===== config.mk =====
export PLATFORM = sky130hd
export DESIGN_NAME = increment_skip_instr_exec
export DESIGN_NICKNAME = d
export VERILOG_FILES = /design/src/design/inc_exec_pkg.sv /design/src/design/increment_datapath.sv /design/src/design/increment_skip_instr_exec.sv
export VERILOG_INCLUDE_DIRS = /design/src /design/src/design
export SDC_FILE = /design/constraint.sdc
export NUM_CORES = 1
export LEC_CHECK = 0
export BUFFER_PORTS_ARGS = -buffer_cell sky130_fd_sc_hd__buf_2
export CAP_MARGIN = 10
export CORE_MARGIN = 1.5
export CORE_UTILIZATION = 51
export CTS_CLUSTER_DIAMETER = 60
export DETAILED_ROUTE_END_ITERATION = 7
export PLACE_DENSITY = 0.79
export SLEW_MARGIN = 20
export SYNTH_ARGS = -nofsm -noshare
export SYNTH_HDL_FRONTEND = slang
export SYNTH_SLANG_ARGS = --single-unit
export TNS_END_PERCENT = 20

===== constraint.sdc =====
create_clock -name clk_i -period 2.1 [get_ports clk_i]
set_input_delay 0.105 -clock clk_i [delete_from_list [all_inputs] [get_ports clk_i]]
set_output_delay 0.105 -clock clk_i [all_outputs]
set_load 0.1 [all_outputs]

===== src/design/inc_exec_regs.svh =====
// Constants for the increment and increment-skip execute block.
// Assumes inclusion by both design modules; definitions only.
`ifndef INC_EXEC_REGS_SVH
`define INC_EXEC_REGS_SVH

// ----------------------------------------
// Opcode fields
// ----------------------------------------
`define OPC_HI_MSB 15
`define OPC_HI_LSB 10
`define OPC_D_BIT 9
`define OPC_A_BIT 8
`define OPC_F_MSB 7
`define OPC_INC_FILE 6'h0A
`define OPC_INC_SKIP_Z 6'h0F
`define OPC_INC_SKIP_NZ 6'h12

// ----------------------------------------
// Addressing constants
// ----------------------------------------
`define IDX_LIMIT 8'h5F
`define ACC_LOW_LIMIT 8'h5F
`define ACC_LOW_BANK 4'h0
`define ACC_HIGH_BANK 4'hF

// ----------------------------------------
// Data and count constants
// ----------------------------------------
`define DATA_ONE 8'h01
`define DATA_ZERO 8'h00
`define NIB_FULL 4'hF
`define BYTE_FULL 8'hFF
`define SIGNED_MAX 8'h7F
`define SKIP_ONE 2'h1
`define SKIP_TWO 2'h2
`define SKIP_NONE 2'h0

`endif


===== src/design/inc_exec_pkg.sv =====
// Types shared by the increment execute block.
// Assumes nothing beyond a SystemVerilog compiler.
package inc_exec_pkg;

  // ----------------------------------------
  // Quarter phases of one instruction cycle
  // ----------------------------------------
  typedef enum logic [1:0] {
    Q1,
    Q2,
    Q3,
    Q4
  } quarter_e;

  // ----------------------------------------
  // Decoded operation kinds
  // ----------------------------------------
  typedef enum logic [1:0] {
    OP_NONE,
    OP_INC,
    OP_INC_SKIP_Z,
    OP_INC_SKIP_NZ
  } op_e;

endpackage : inc_exec_pkg


===== src/design/increment_datapath.sv =====
// Address former and incrementer with status flag results.
// Assumes its inputs are stable across the quarter that samples them.
`timescale 1ns/1ps
`include "inc_exec_regs.svh"

module increment_datapath #(
  parameter int ADDR_W = 12
) (
  // Operand fields
  input wire logic [7:0] file_off_i,
  input wire logic bank_acc_i,
  input wire logic [3:0] bank_sel_i,
  input wire logic ext_set_en_i,
  input wire logic [ADDR_W-1:0] index_base_i,
  // Operand data
  input wire logic [7:0] operand_i,
  // Results
  output logic [ADDR_W-1:0] addr_o,
  output logic [7:0] sum_o,
  output logic carry_o,
  output logic digit_carry_o,
  output logic negative_o,
  output logic overflow_o,
  output logic zero_o
);

  // ----------------------------------------
  // Address selection
  // ----------------------------------------
  // Indexed mode needs extended set, access bank, low offset
  wire logic indexed = ext_set_en_i && !bank_acc_i && (file_off_i <= `IDX_LIMIT);
  // Access bank splits into low RAM and high special area
  wire logic [3:0] acc_bank = (file_off_i <= `ACC_LOW_LIMIT) ? `ACC_LOW_BANK : `ACC_HIGH_BANK;
  // Banked form taken from the bank select pointer
  wire logic [ADDR_W-1:0] banked = ADDR_W'({bank_sel_i, file_off_i});
  wire logic [ADDR_W-1:0] access = ADDR_W'({acc_bank, file_off_i});
  wire logic [ADDR_W-1:0] idx_addr = index_base_i + ADDR_W'(file_off_i);

  assign addr_o = indexed ? idx_addr : (bank_acc_i ? banked : access);

  // ----------------------------------------
  // Increment and flags
  // ----------------------------------------
  // add one
  assign sum_o = operand_i + `DATA_ONE;
  assign carry_o = (operand_i == `BYTE_FULL);
  assign digit_carry_o = (operand_i[3:0] == `NIB_FULL);
  assign negative_o = sum_o[7];
  assign overflow_o = (operand_i == `SIGNED_MAX);
  assign zero_o = (sum_o == `DATA_ZERO);

endmodule : increment_datapath


===== src/design/increment_skip_instr_exec.sv =====
// Execute logic for the increment, increment-skip-zero and
// increment-skip-nonzero byte instructions.
// Assumes the fetch logic presents one opcode per instruction cycle
// at Q1, and that file memory returns read data by Q3.
`timescale 1ns/1ps
`include "inc_exec_regs.svh"

module increment_skip_instr_exec #(
  parameter int ADDR_W = 12
) (
  // Clock and reset
  input wire logic clk_i,
  input wire logic rst_b_i,
  // Instruction from fetch
  input wire logic instr_valid_i,
  input wire logic [15:0] instr_i,
  input wire logic next_two_word_i,
  // Addressing context
  input wire logic [3:0] bank_select_pointer_i,
  input wire logic ext_set_en_i,
  input wire logic [ADDR_W-1:0] index_base_i,
  // File memory read data
  input wire logic [7:0] file_rdata_i,
  // Quarter phase
  output logic [1:0] phase_o,
  // File memory access
  output logic [ADDR_W-1:0] file_addr_o,
  output logic file_rd_o,
  output logic file_we_o,
  output logic [7:0] file_wdata_o,
  // Working accumulator write
  output logic wreg_we_o,
  output logic [7:0] wreg_data_o,
  // Status flag write
  output logic status_we_o,
  output logic carry_flag_o,
  output logic digit_carry_flag_o,
  output logic negative_flag_o,
  output logic overflow_flag_o,
  output logic zero_flag_o,
  // Pipeline control
  output logic discard_o,
  output logic nop_cycle_o
);

  // ----------------------------------------
  // Decode function
  // ----------------------------------------
  // Maps opcode high field to an operation kind
  function automatic inc_exec_pkg::op_e decode_op(input logic [15:0] opc);
    inc_exec_pkg::op_e kind;
    kind = inc_exec_pkg::OP_NONE;
    if (opc[`OPC_HI_MSB:`OPC_HI_LSB] == `OPC_INC_FILE) begin
      kind = inc_exec_pkg::OP_INC;
    end else if (opc[`OPC_HI_MSB:`OPC_HI_LSB] == `OPC_INC_SKIP_Z) begin
      kind = inc_exec_pkg::OP_INC_SKIP_Z;
    end else if (opc[`OPC_HI_MSB:`OPC_HI_LSB] == `OPC_INC_SKIP_NZ) begin
      kind = inc_exec_pkg::OP_INC_SKIP_NZ;
    end
    return kind;
  endfunction : decode_op

  // ----------------------------------------
  // State
  // ----------------------------------------
  inc_exec_pkg::quarter_e q_r; // Current quarter
  inc_exec_pkg::quarter_e q_nxt; // Next quarter
  inc_exec_pkg::op_e op_r; // Operation in execution
  logic [15:0] opc_r; // Latched opcode
  logic two_word_r; // Next fetched word starts a two-word op
  logic [1:0] skip_left_r; // Nop cycles still to run
  logic [7:0] operand_r; // Captured file data
  logic [ADDR_W-1:0] addr_r; // Captured effective address

  // Registered outputs
  logic file_rd_r;
  logic file_we_r;
  logic [7:0] file_wdata_r;
  logic wreg_we_r;
  logic [7:0] wreg_data_r;
  logic status_we_r;
  logic [4:0] flags_r; // Carry, digit carry, negative, overflow, zero
  logic discard_r;
  logic nop_cycle_r;

  // ----------------------------------------
  // Datapath
  // ----------------------------------------
  logic [ADDR_W-1:0] eff_addr; // Effective file address
  logic [7:0] sum; // Incremented value
  logic c_f;
  logic digit_f;
  logic n_f;
  logic overflow_f;
  logic z_f;

  increment_datapath #(
    .ADDR_W(ADDR_W)
  ) increment_datapath_inst (
    .file_off_i(opc_r[`OPC_F_MSB:0]),
    .bank_acc_i(opc_r[`OPC_A_BIT]),
    .bank_sel_i(bank_select_pointer_i),
    .ext_set_en_i(ext_set_en_i),
    .index_base_i(index_base_i),
    .operand_i(operand_r),
    .addr_o(eff_addr),
    .sum_o(sum),
    .carry_o(c_f),
    .digit_carry_o(digit_f),
    .negative_o(n_f),
    .overflow_o(overflow_f),
    .zero_o(z_f)
  );

  // ----------------------------------------
  // Combinational decisions
  // ----------------------------------------
  // New instruction is taken at Q1 unless a skip is in progress
  wire logic in_skip = (skip_left_r != `SKIP_NONE);
  wire logic take = (q_r == inc_exec_pkg::Q1) && instr_valid_i && !in_skip;
  wire inc_exec_pkg::op_e new_op = take ? decode_op(instr_i) : inc_exec_pkg::OP_NONE;
  wire logic active = (op_r != inc_exec_pkg::OP_NONE);
  wire logic skip_z = (op_r == inc_exec_pkg::OP_INC_SKIP_Z) && z_f;
  wire logic skip_nz = (op_r == inc_exec_pkg::OP_INC_SKIP_NZ) && !z_f;
  wire logic do_skip = skip_z || skip_nz;
  wire logic [1:0] skip_count = two_word_r ? `SKIP_TWO : `SKIP_ONE;
  wire logic to_file = opc_r[`OPC_D_BIT];
  wire logic flag_upd = (op_r == inc_exec_pkg::OP_INC);
  wire logic at_q4 = (q_r == inc_exec_pkg::Q4);

  // ----------------------------------------
  // Quarter sequencer
  // ----------------------------------------
  // Quarters run freely Q1 to Q4
  always_comb begin
    unique case (q_r)
      inc_exec_pkg::Q1: q_nxt = inc_exec_pkg::Q2;
      inc_exec_pkg::Q2: q_nxt = inc_exec_pkg::Q3;
      inc_exec_pkg::Q3: q_nxt = inc_exec_pkg::Q4;
      inc_exec_pkg::Q4: q_nxt = inc_exec_pkg::Q1;
    endcase
  end

  // Quarter register
  always_ff @(posedge clk_i) begin
    if (!rst_b_i) begin
      q_r <= inc_exec_pkg::Q1;
    end else begin
      q_r <= q_nxt;
    end
  end

  // ----------------------------------------
  // Instruction latch
  // ----------------------------------------
  // Opcode and next-word size held for the whole cycle
  always_ff @(posedge clk_i) begin
    if (!rst_b_i) begin
      op_r <= inc_exec_pkg::OP_NONE;
      opc_r <= 16'h0000;
      two_word_r <= 1'b0;
    end else if (q_r == inc_exec_pkg::Q1) begin
      op_r <= new_op;
      opc_r <= take ? instr_i : opc_r;
      two_word_r <= take ? next_two_word_i : two_word_r;
    end
  end

  // ----------------------------------------
  // Read phase
  // ----------------------------------------
  // Q2 registers the address and read strobe, driven during Q3; Q3 captures the data
  always_ff @(posedge clk_i) begin
    if (!rst_b_i) begin
      addr_r <= '0;
      file_rd_r <= 1'b0;
      operand_r <= `DATA_ZERO;
    end else begin
      file_rd_r <= active && (q_r == inc_exec_pkg::Q2);
      addr_r <= (active && q_r == inc_exec_pkg::Q2) ? eff_addr : addr_r;
      operand_r <= (active && q_r == inc_exec_pkg::Q3) ? file_rdata_i : operand_r;
    end
  end

  // ----------------------------------------
  // Write phase
  // ----------------------------------------
  // Result registered at Q4 and written as one-clock strobes in the following Q1
  always_ff @(posedge clk_i) begin
    if (!rst_b_i) begin
      file_we_r <= 1'b0;
      file_wdata_r <= `DATA_ZERO;
      wreg_we_r <= 1'b0;
      wreg_data_r <= `DATA_ZERO;
    end else begin
      file_we_r <= active && at_q4 && to_file;
      file_wdata_r <= (active && at_q4) ? sum : file_wdata_r;
      wreg_we_r <= active && at_q4 && !to_file;
      wreg_data_r <= (active && at_q4) ? sum : wreg_data_r;
    end
  end

  // ----------------------------------------
  // Status flags
  // ----------------------------------------
  // Skip forms leave flags untouched
  always_ff @(posedge clk_i) begin
    if (!rst_b_i) begin
      status_we_r <= 1'b0;
      flags_r <= 5'h00;
    end else begin
      status_we_r <= flag_upd && at_q4;
      flags_r <= (flag_upd && at_q4) ? {c_f, digit_f, n_f, overflow_f, z_f} : flags_r;
    end
  end

  // ----------------------------------------
  // Skip control
  // ----------------------------------------
  // Discard pulses in the Q1 after the skip's Q4; nop cycles counted down at each Q4
  always_ff @(posedge clk_i) begin
    if (!rst_b_i) begin
      skip_left_r <= `SKIP_NONE;
      discard_r <= 1'b0;
    end else begin
      discard_r <= active && at_q4 && do_skip;
      if (active && at_q4 && do_skip) begin
        skip_left_r <= skip_count;
      end else if (at_q4 && in_skip) begin
        skip_left_r <= skip_left_r - `SKIP_ONE;
      end
    end
  end

  // Nop indicator follows the cycle boundary
  always_ff @(posedge clk_i) begin
    if (!rst_b_i) begin
      nop_cycle_r <= 1'b0;
    end else begin
      nop_cycle_r <= (q_nxt == inc_exec_pkg::Q1) ? ((active && do_skip) || skip_left_r > `SKIP_ONE)
                                                 : (nop_cycle_r && in_skip);
    end
  end

  // ----------------------------------------
  // Outputs
  // ----------------------------------------
  assign phase_o = q_r;
  assign file_addr_o = addr_r;
  assign file_rd_o = file_rd_r;
  assign file_we_o = file_we_r;
  assign file_wdata_o = file_wdata_r;
  assign wreg_we_o = wreg_we_r;
  assign wreg_data_o = wreg_data_r;
  assign status_we_o = status_we_r;
  assign carry_flag_o = flags_r[4];
  assign digit_carry_flag_o = flags_r[3];
  assign negative_flag_o = flags_r[2];
  assign overflow_flag_o = flags_r[1];
  assign zero_flag_o = flags_r[0];
  assign discard_o = discard_r;
  assign nop_cycle_o = nop_cycle_r;

endmodule : increment_skip_instr_exec

# == Yosys cells after proc, flatten, opt, wreduce, memory -nomap -nowiden ==
# Cells that the tools add are included.
# totals
ff_bits,56
inputBits,45
output_inout_bits,41
elab_cells,73
# classes
add_sub_neg,3
n_lt_le_gt_ge,2
n_eq_ne,12
n_mux,12
n_reduce_logical,29
# op_table
cell,count
two-way mux 12 bit,2
logical AND 1 bit,16
two-way mux 2 bit,7
adder 12 x 8 -> 12 bit,1
"equality test 6 x 4 -> 1 bit, second input constant",2
"adder 8 x 1 -> 8 bit, second input constant",1
"equality test 2 bit, second input constant",4
"equality test 8 x 7 -> 1 bit, second input constant",1
"equality test 8 bit, second input constant",1
"less-or-equal comparator 8 x 7 -> 1 bit, second input constant",1
zero test 8 bit,1
case mux 2 bit (4 select lines),1
"equality test 6 x 5 -> 1 bit, second input constant",1
nonzero test 2 bit,3
"equality test 2 x 1 -> 1 bit, second input constant",2
"equality test 4 bit, second input constant",1
zero test 1 bit,4
zero test 2 bit,2
two-way mux 4 bit,1
"> comparator 2 x 1 -> 1 bit, second input constant",1
logical OR 1 bit,2
AND reduction 2 bit,1
"subtractor 2 x 1 -> 2 bit, second input constant",1
two-way mux 1 bit,1

# == Depth between registers and ports, before layout ==
# depth
depth_word,8
mapped_depth,9
depth_no_buf,9

# == Cells and area by module ==
# From an unflattened synthesis, not the netlist that was laid out.
# unflattened
cells_unflattened,354
hier_area_um2,2954.1
# by_module_without_submodules
mod,instances,cells_each,area_per_inst_um2,seq_area_each_um2
increment_skip_instr_exec,1,240,2174.6,1121.1
increment_datapath,1,114,779.5,0.0

# == Worst setup path before layout ==
# No wires, ideal clock.
# synth_path
path_type,register -> register
from,register q_r[1] (netlist: phase_o[1])
to,register wreg_data_r[7] (netlist: wreg_data_o[7])
setup_time_ns,0.086
t_arrival_ns,2.208
required_ns,2.014
path_slack_ns,-0.193
path_stages_with_launch,7
path_buffers,2
period_less_slack_ns,2.293
cell_sequence,dfxtp_1 > ha_1 > o21a_1 > buf_2 > buf_1 > nor2_1 > a211oi_1
# synth_between
elab_chain_len,2
# synth_lines
item,line,source
from (decl),increment_skip_instr_exec.sv:66,inc_exec_pkg::quarter_e q_r;
from (signal assigned),increment_skip_instr_exec.sv:147,q_r <= inc_exec_pkg::Q1;
from (signal assigned),increment_skip_instr_exec.sv:149,q_r <= q_nxt;
equality test 2 bit,increment_skip_instr_exec.sv:129,wire logic at_q4 = (q_r == inc_exec_pkg::Q4);
logical AND 1 bit,increment_skip_instr_exec.sv:199,wreg_data_r <= (active && at_q4) ? sum : wreg_data_r;
to (signal assigned),increment_skip_instr_exec.sv:194,wreg_data_r <= `DATA_ZERO;
to (signal assigned),increment_skip_instr_exec.sv:199,
to (decl),increment_skip_instr_exec.sv:80,logic [7:0] wreg_data_r;
# Every way passes these cells.
# A chain may end at the register's enable or synchronous reset.

# == Worst setup path after layout ==
# layout_path
from,register operand_r[0]
to,register nop_cycle_r (netlist: nop_cycle_o)
# layout_between
elab_chain_len,8
word_cells_on_any_way,9
cone_classes,1 x add/sub; 1 x mux; 7 x reduce/logical
# layout_lines
item,line,source
from (decl),increment_skip_instr_exec.sv:72,logic [7:0] operand_r;
from (signal assigned),increment_skip_instr_exec.sv:177,operand_r <= `DATA_ZERO;
from (signal assigned),increment_skip_instr_exec.sv:181,operand_r <= (active && q_r == inc_exec_pkg::Q3) ? file_rdata_i : operand_r;
adder 8 x 1 -> 8 bit (no source line) (*),--,
zero test 8 bit (no source line) (*),--,
zero test 1 bit,increment_skip_instr_exec.sv:124,wire logic skip_nz = (op_r == inc_exec_pkg::OP_INC_SKIP_NZ) && !z_f;
logical AND 1 bit,increment_skip_instr_exec.sv:124,
logical OR 1 bit (*),increment_skip_instr_exec.sv:125,wire logic do_skip = skip_z || skip_nz;
logical AND 1 bit (*),increment_skip_instr_exec.sv:240,nop_cycle_r <= (q_nxt == inc_exec_pkg::Q1) ? ((active && do_skip) || skip_left_r > `SKIP_ONE)
logical OR 1 bit (no source line) (*),--,
two-way mux 1 bit (*),increment_skip_instr_exec.sv:240,
to (signal assigned),increment_skip_instr_exec.sv:240,
to (decl),increment_skip_instr_exec.sv:84,logic nop_cycle_r;
# Every way passes the cells marked *; elsewhere a longest branch is shown, timed or not.

==> results.md <==
* Asr flop ratio synth at 0
* Cells after Synth at 360
* Fraction of layout cells with a size suffix above 1 at 0.2779
* Synth top area cells: dfxtp_1, ha_1, nand2_1
* Total Wirelength at just over 7000 um
* Initial antenna violation count at 0
* Place WS at between 0.015 and 0.02 ns
* Core Area at 0.005540 sq mm
* Final worst slack at about 0.13 ns
* Reg2reg path depth at 7
* Via count at approximately 2,800
* Slew of the pin with the lowest slew margin at approximately 0.57 ns
* Bufs on Longest Clock Path at 2
* Non-Filler Instances at roughly 500
* Synth area leader: dfxtp_1
* FF+latch count, synth at between 50 and 60
* Critical Path, Cell by Cell: ha_1 > and3_2 > a311oi_2 > a211o_1 > a31o_1 > nand2_2 > o21a_1
* DRC Markers at 0
* Root Buffer: clkbuf_8
* DRT iter0 DRCs at 156
* Fin. Hold Viols at 0
* F_max at ~510 MHz
* First-pass GRT wire length at 12,130 um
* Most common cell after layout, fill and taps aside: buf_2
* Post-synth EDFFs at 0
* Post-synthesis sequential area ratio at 0.3789
* Final setup vio count at 0
* Skew final at ~0.005 ns
* MaxCap Viol Count at 0
* Largest stage delay on the critical path at about 0.37 ns
* WHS Path Cells at 3
* Final nets at 500
* CP Max Fanout at 6
* Endpoint class of the critical path: flop
* Avg Inst Size Synth at 8.220 sq um
* Clock insertion delay at the later pin of the skew report at about 0.32 ns
* H-tree depth at 2
* Grt total ovfl at 0
* Kind of critical path: reg2reg
* Core Rows at 27
* Post-DRT Antenna Nets at 0
* Height of the die at between 70 and 80 um
* Max Transition Viols Final at 0
* Wire per inst at between 10 and 15 um
* Largest net degree at the start of global routing at 49
* Relative slew slack at 0.6214
* Port bufs at 85
* Die width at approximately 80 um
* Post-synthesis net count at 422
* CTS Buf Count at 5
* Tcrit/Tclk final at 0.9402
* I/O pins at 86
* GRT Total Usage at 0.2441
* Yosys top cell area share at 0.3789
* Worst EP required at between 2 and 2.5 ns
* Dominant synthesized flop cell: dfxtp_1
* Area Growth Syn to Fin at 19.83%
* # diodes at 0
* Detailed Place HPWL at about 5300 um
* Initial core utilization at 0.5341
* Clk sinks at 56
* Die area at approximately 0.0063 sq mm
* Placed Instances at roughly 500
* CTS tree: done
* Commonest non-fill, non-tap cells in the layout: buf_2, nand2_1, dfxtp_1
* Startpoint types: flop
* Cell variety after synth at 55
* Hold_buf cts at 0
* Hold WC Path Type: in2reg
* P per Cell Area at 661.6 mW/mm^2
* Arrival time worst endpoint at around 2.2 ns
* Final worst path period need at about 2.0 ns
* Post-DR vias/cell at between 5 and 6
* Slowest-stage cell, CP: dfxtp_1
* Clock transition at path regs at 0.11 ns
* Post-Syn Area at about 0.0030 sq mm
* Number of global-route vias before repair at about 2,600
* DRT Pass-1 Iters at 4
* Global placement routability congestion at ~0.94
* Worst vdd ir at between 0.0004 and 0.0005 V
* Status: finished, final reports clean
* Pleak at 1.654 nW
* Ys Warns at 0
-- worst max-delay path, delay by kind of cell, from the launching register on --
| family | cells | cell delay (ns) |
|---|---|---|
| adders and majority gates | 1 | 0.28 |
| DFF | 1 | 0.37 |
| and+or+nand+nor | 2 | 0.36 |
| AOI/OAI and AO/OA | 4 | 0.86 |
-- final timing paths --
path                            slack [ns]                 startpoint                        end
worst max-delay path                  0.13  operand_r[0]$_SDFFE_PN0P_     nop_cycle_o$_SDFF_PN0_
worst min-delay path                 0.007            file_rdata_i[3]  operand_r[3]$_SDFFE_PN0P_
worst max register to register        0.13  operand_r[0]$_SDFFE_PN0P_     nop_cycle_o$_SDFF_PN0_
worst min register to register        0.43      opc_r[9]$_SDFFE_PN0P_       wreg_we_o$_SDFF_PN0_
-- kinds of logic after synthesis --
logic type | count (synthesis) | synth area share
AND/OR/NAND/NOR | 137 | 0.2152
AO/OA/AOI/OAI | 84 | 0.1869
flip-flops | 56 | 0.3789
buffers and inverters | 41 | 0.06596
adder cells (fa/ha/maj) | 17 | 0.07442
XOR/XNOR | 14 | 0.04144
multiplexers | 11 | 0.03721
-- per-stage QoR --
| step | setup TNS (ns) | cell area, sq um | util | hold slack (ns) | total power [W] |
|---|---|---|---|---|---|
| 4_1_cts | 0 | 3520 | 0.6353 | 0.007672 | 0.002340 |
| 3_5_place_dp | 0 | 3428 | 0.6188 | 0.3444 | 0.001740 |
| 3_3_place_gp | 0 | 3428 | 0.6188 | 0.3340 | 0.001725 |
| 6_report | 0 | 3546 | 0.6400 | 0.007313 | 0.002346 |
| 2_1_floorplan | 0 | 2962 | - | 0.2410 | 0.001577 |
| 5_1_grt | -0.07057 | 3546 | 0.6400 | 0.02276 | 0.002463 |
-- layer usage --
| metal | GRT usage | up-vias | wire (um) |
|---|---|---|---|
| met2 | 0.4034 | 100 | 3470 |
| li1 | - | 1398 | - |
| met3 | 0.04483 | 10 | 455 |
| met5 | 0 | - | 0 |
| met4 | 0.07895 | 0 | 106 |
| met1 | 0.3208 | 1266 | 3214 |
-- cells in the mapped netlist (2+ instances only) --
cell type,number
nand2b_1,6
buf_4,8
nor3_1,7
ha_1,16
nand4_1,5
o221ai_1,2
o211ai_1,2
buf_2,3
nor2_1,38
xor2_1,6
a311oi_1,4
a211oi_1,9
and3_1,5
o21a_1,3
nand2_1,52
a21oi_1,28
inv_1,15
nand3_1,5
mux2i_1,11
o21ai_0,14
and2_1,3
nor4_1,2
dfxtp_1,56
nor2b_1,3
a31oi_1,3
buf_1,3
a21o_1,5
clkbuf_1,11
a211oi_2,2
xnor2_1,8
-- report_power, final --
| group | total [W] | switching [W] | internal (W) |
|---|---|---|---|
| registers | 0.00115 | 0.0000409 | 0.00111 |
| clock network | 0.000624 | 0.000384 | 0.000240 |
| logic | 0.000573 | 0.000379 | 0.000194 |
-- flip-flops by register name (all words and copies together), names as in the netlist, 2 cells and up --
signal and cells:
file_addr_o 12, flags_r 5, op_r 2, opc_r 10
operand_r 8, phase_o 2, skip_left_r 2, wreg_data_o 8
-- area by class of cell --
class / count / area (sq um)
well taps: 72 / 90.09
fillers: 493 / 1994
flip-flops and latches: 56 / 1126
repair buffers: 97 / 515.5
multi-input cells: 263 / 1667
inverters: 15 / 56.30
clock buffers: 5 / 68.82
clock inverters: 3 / 22.52
-- what timing repair did --
action	CTS	global route
gates resized for setup	1	7
endpoints found under the setup margin	1	8
setup buffers	0	0
pin swaps	0	3
Power figures use the tool's default switching activity.
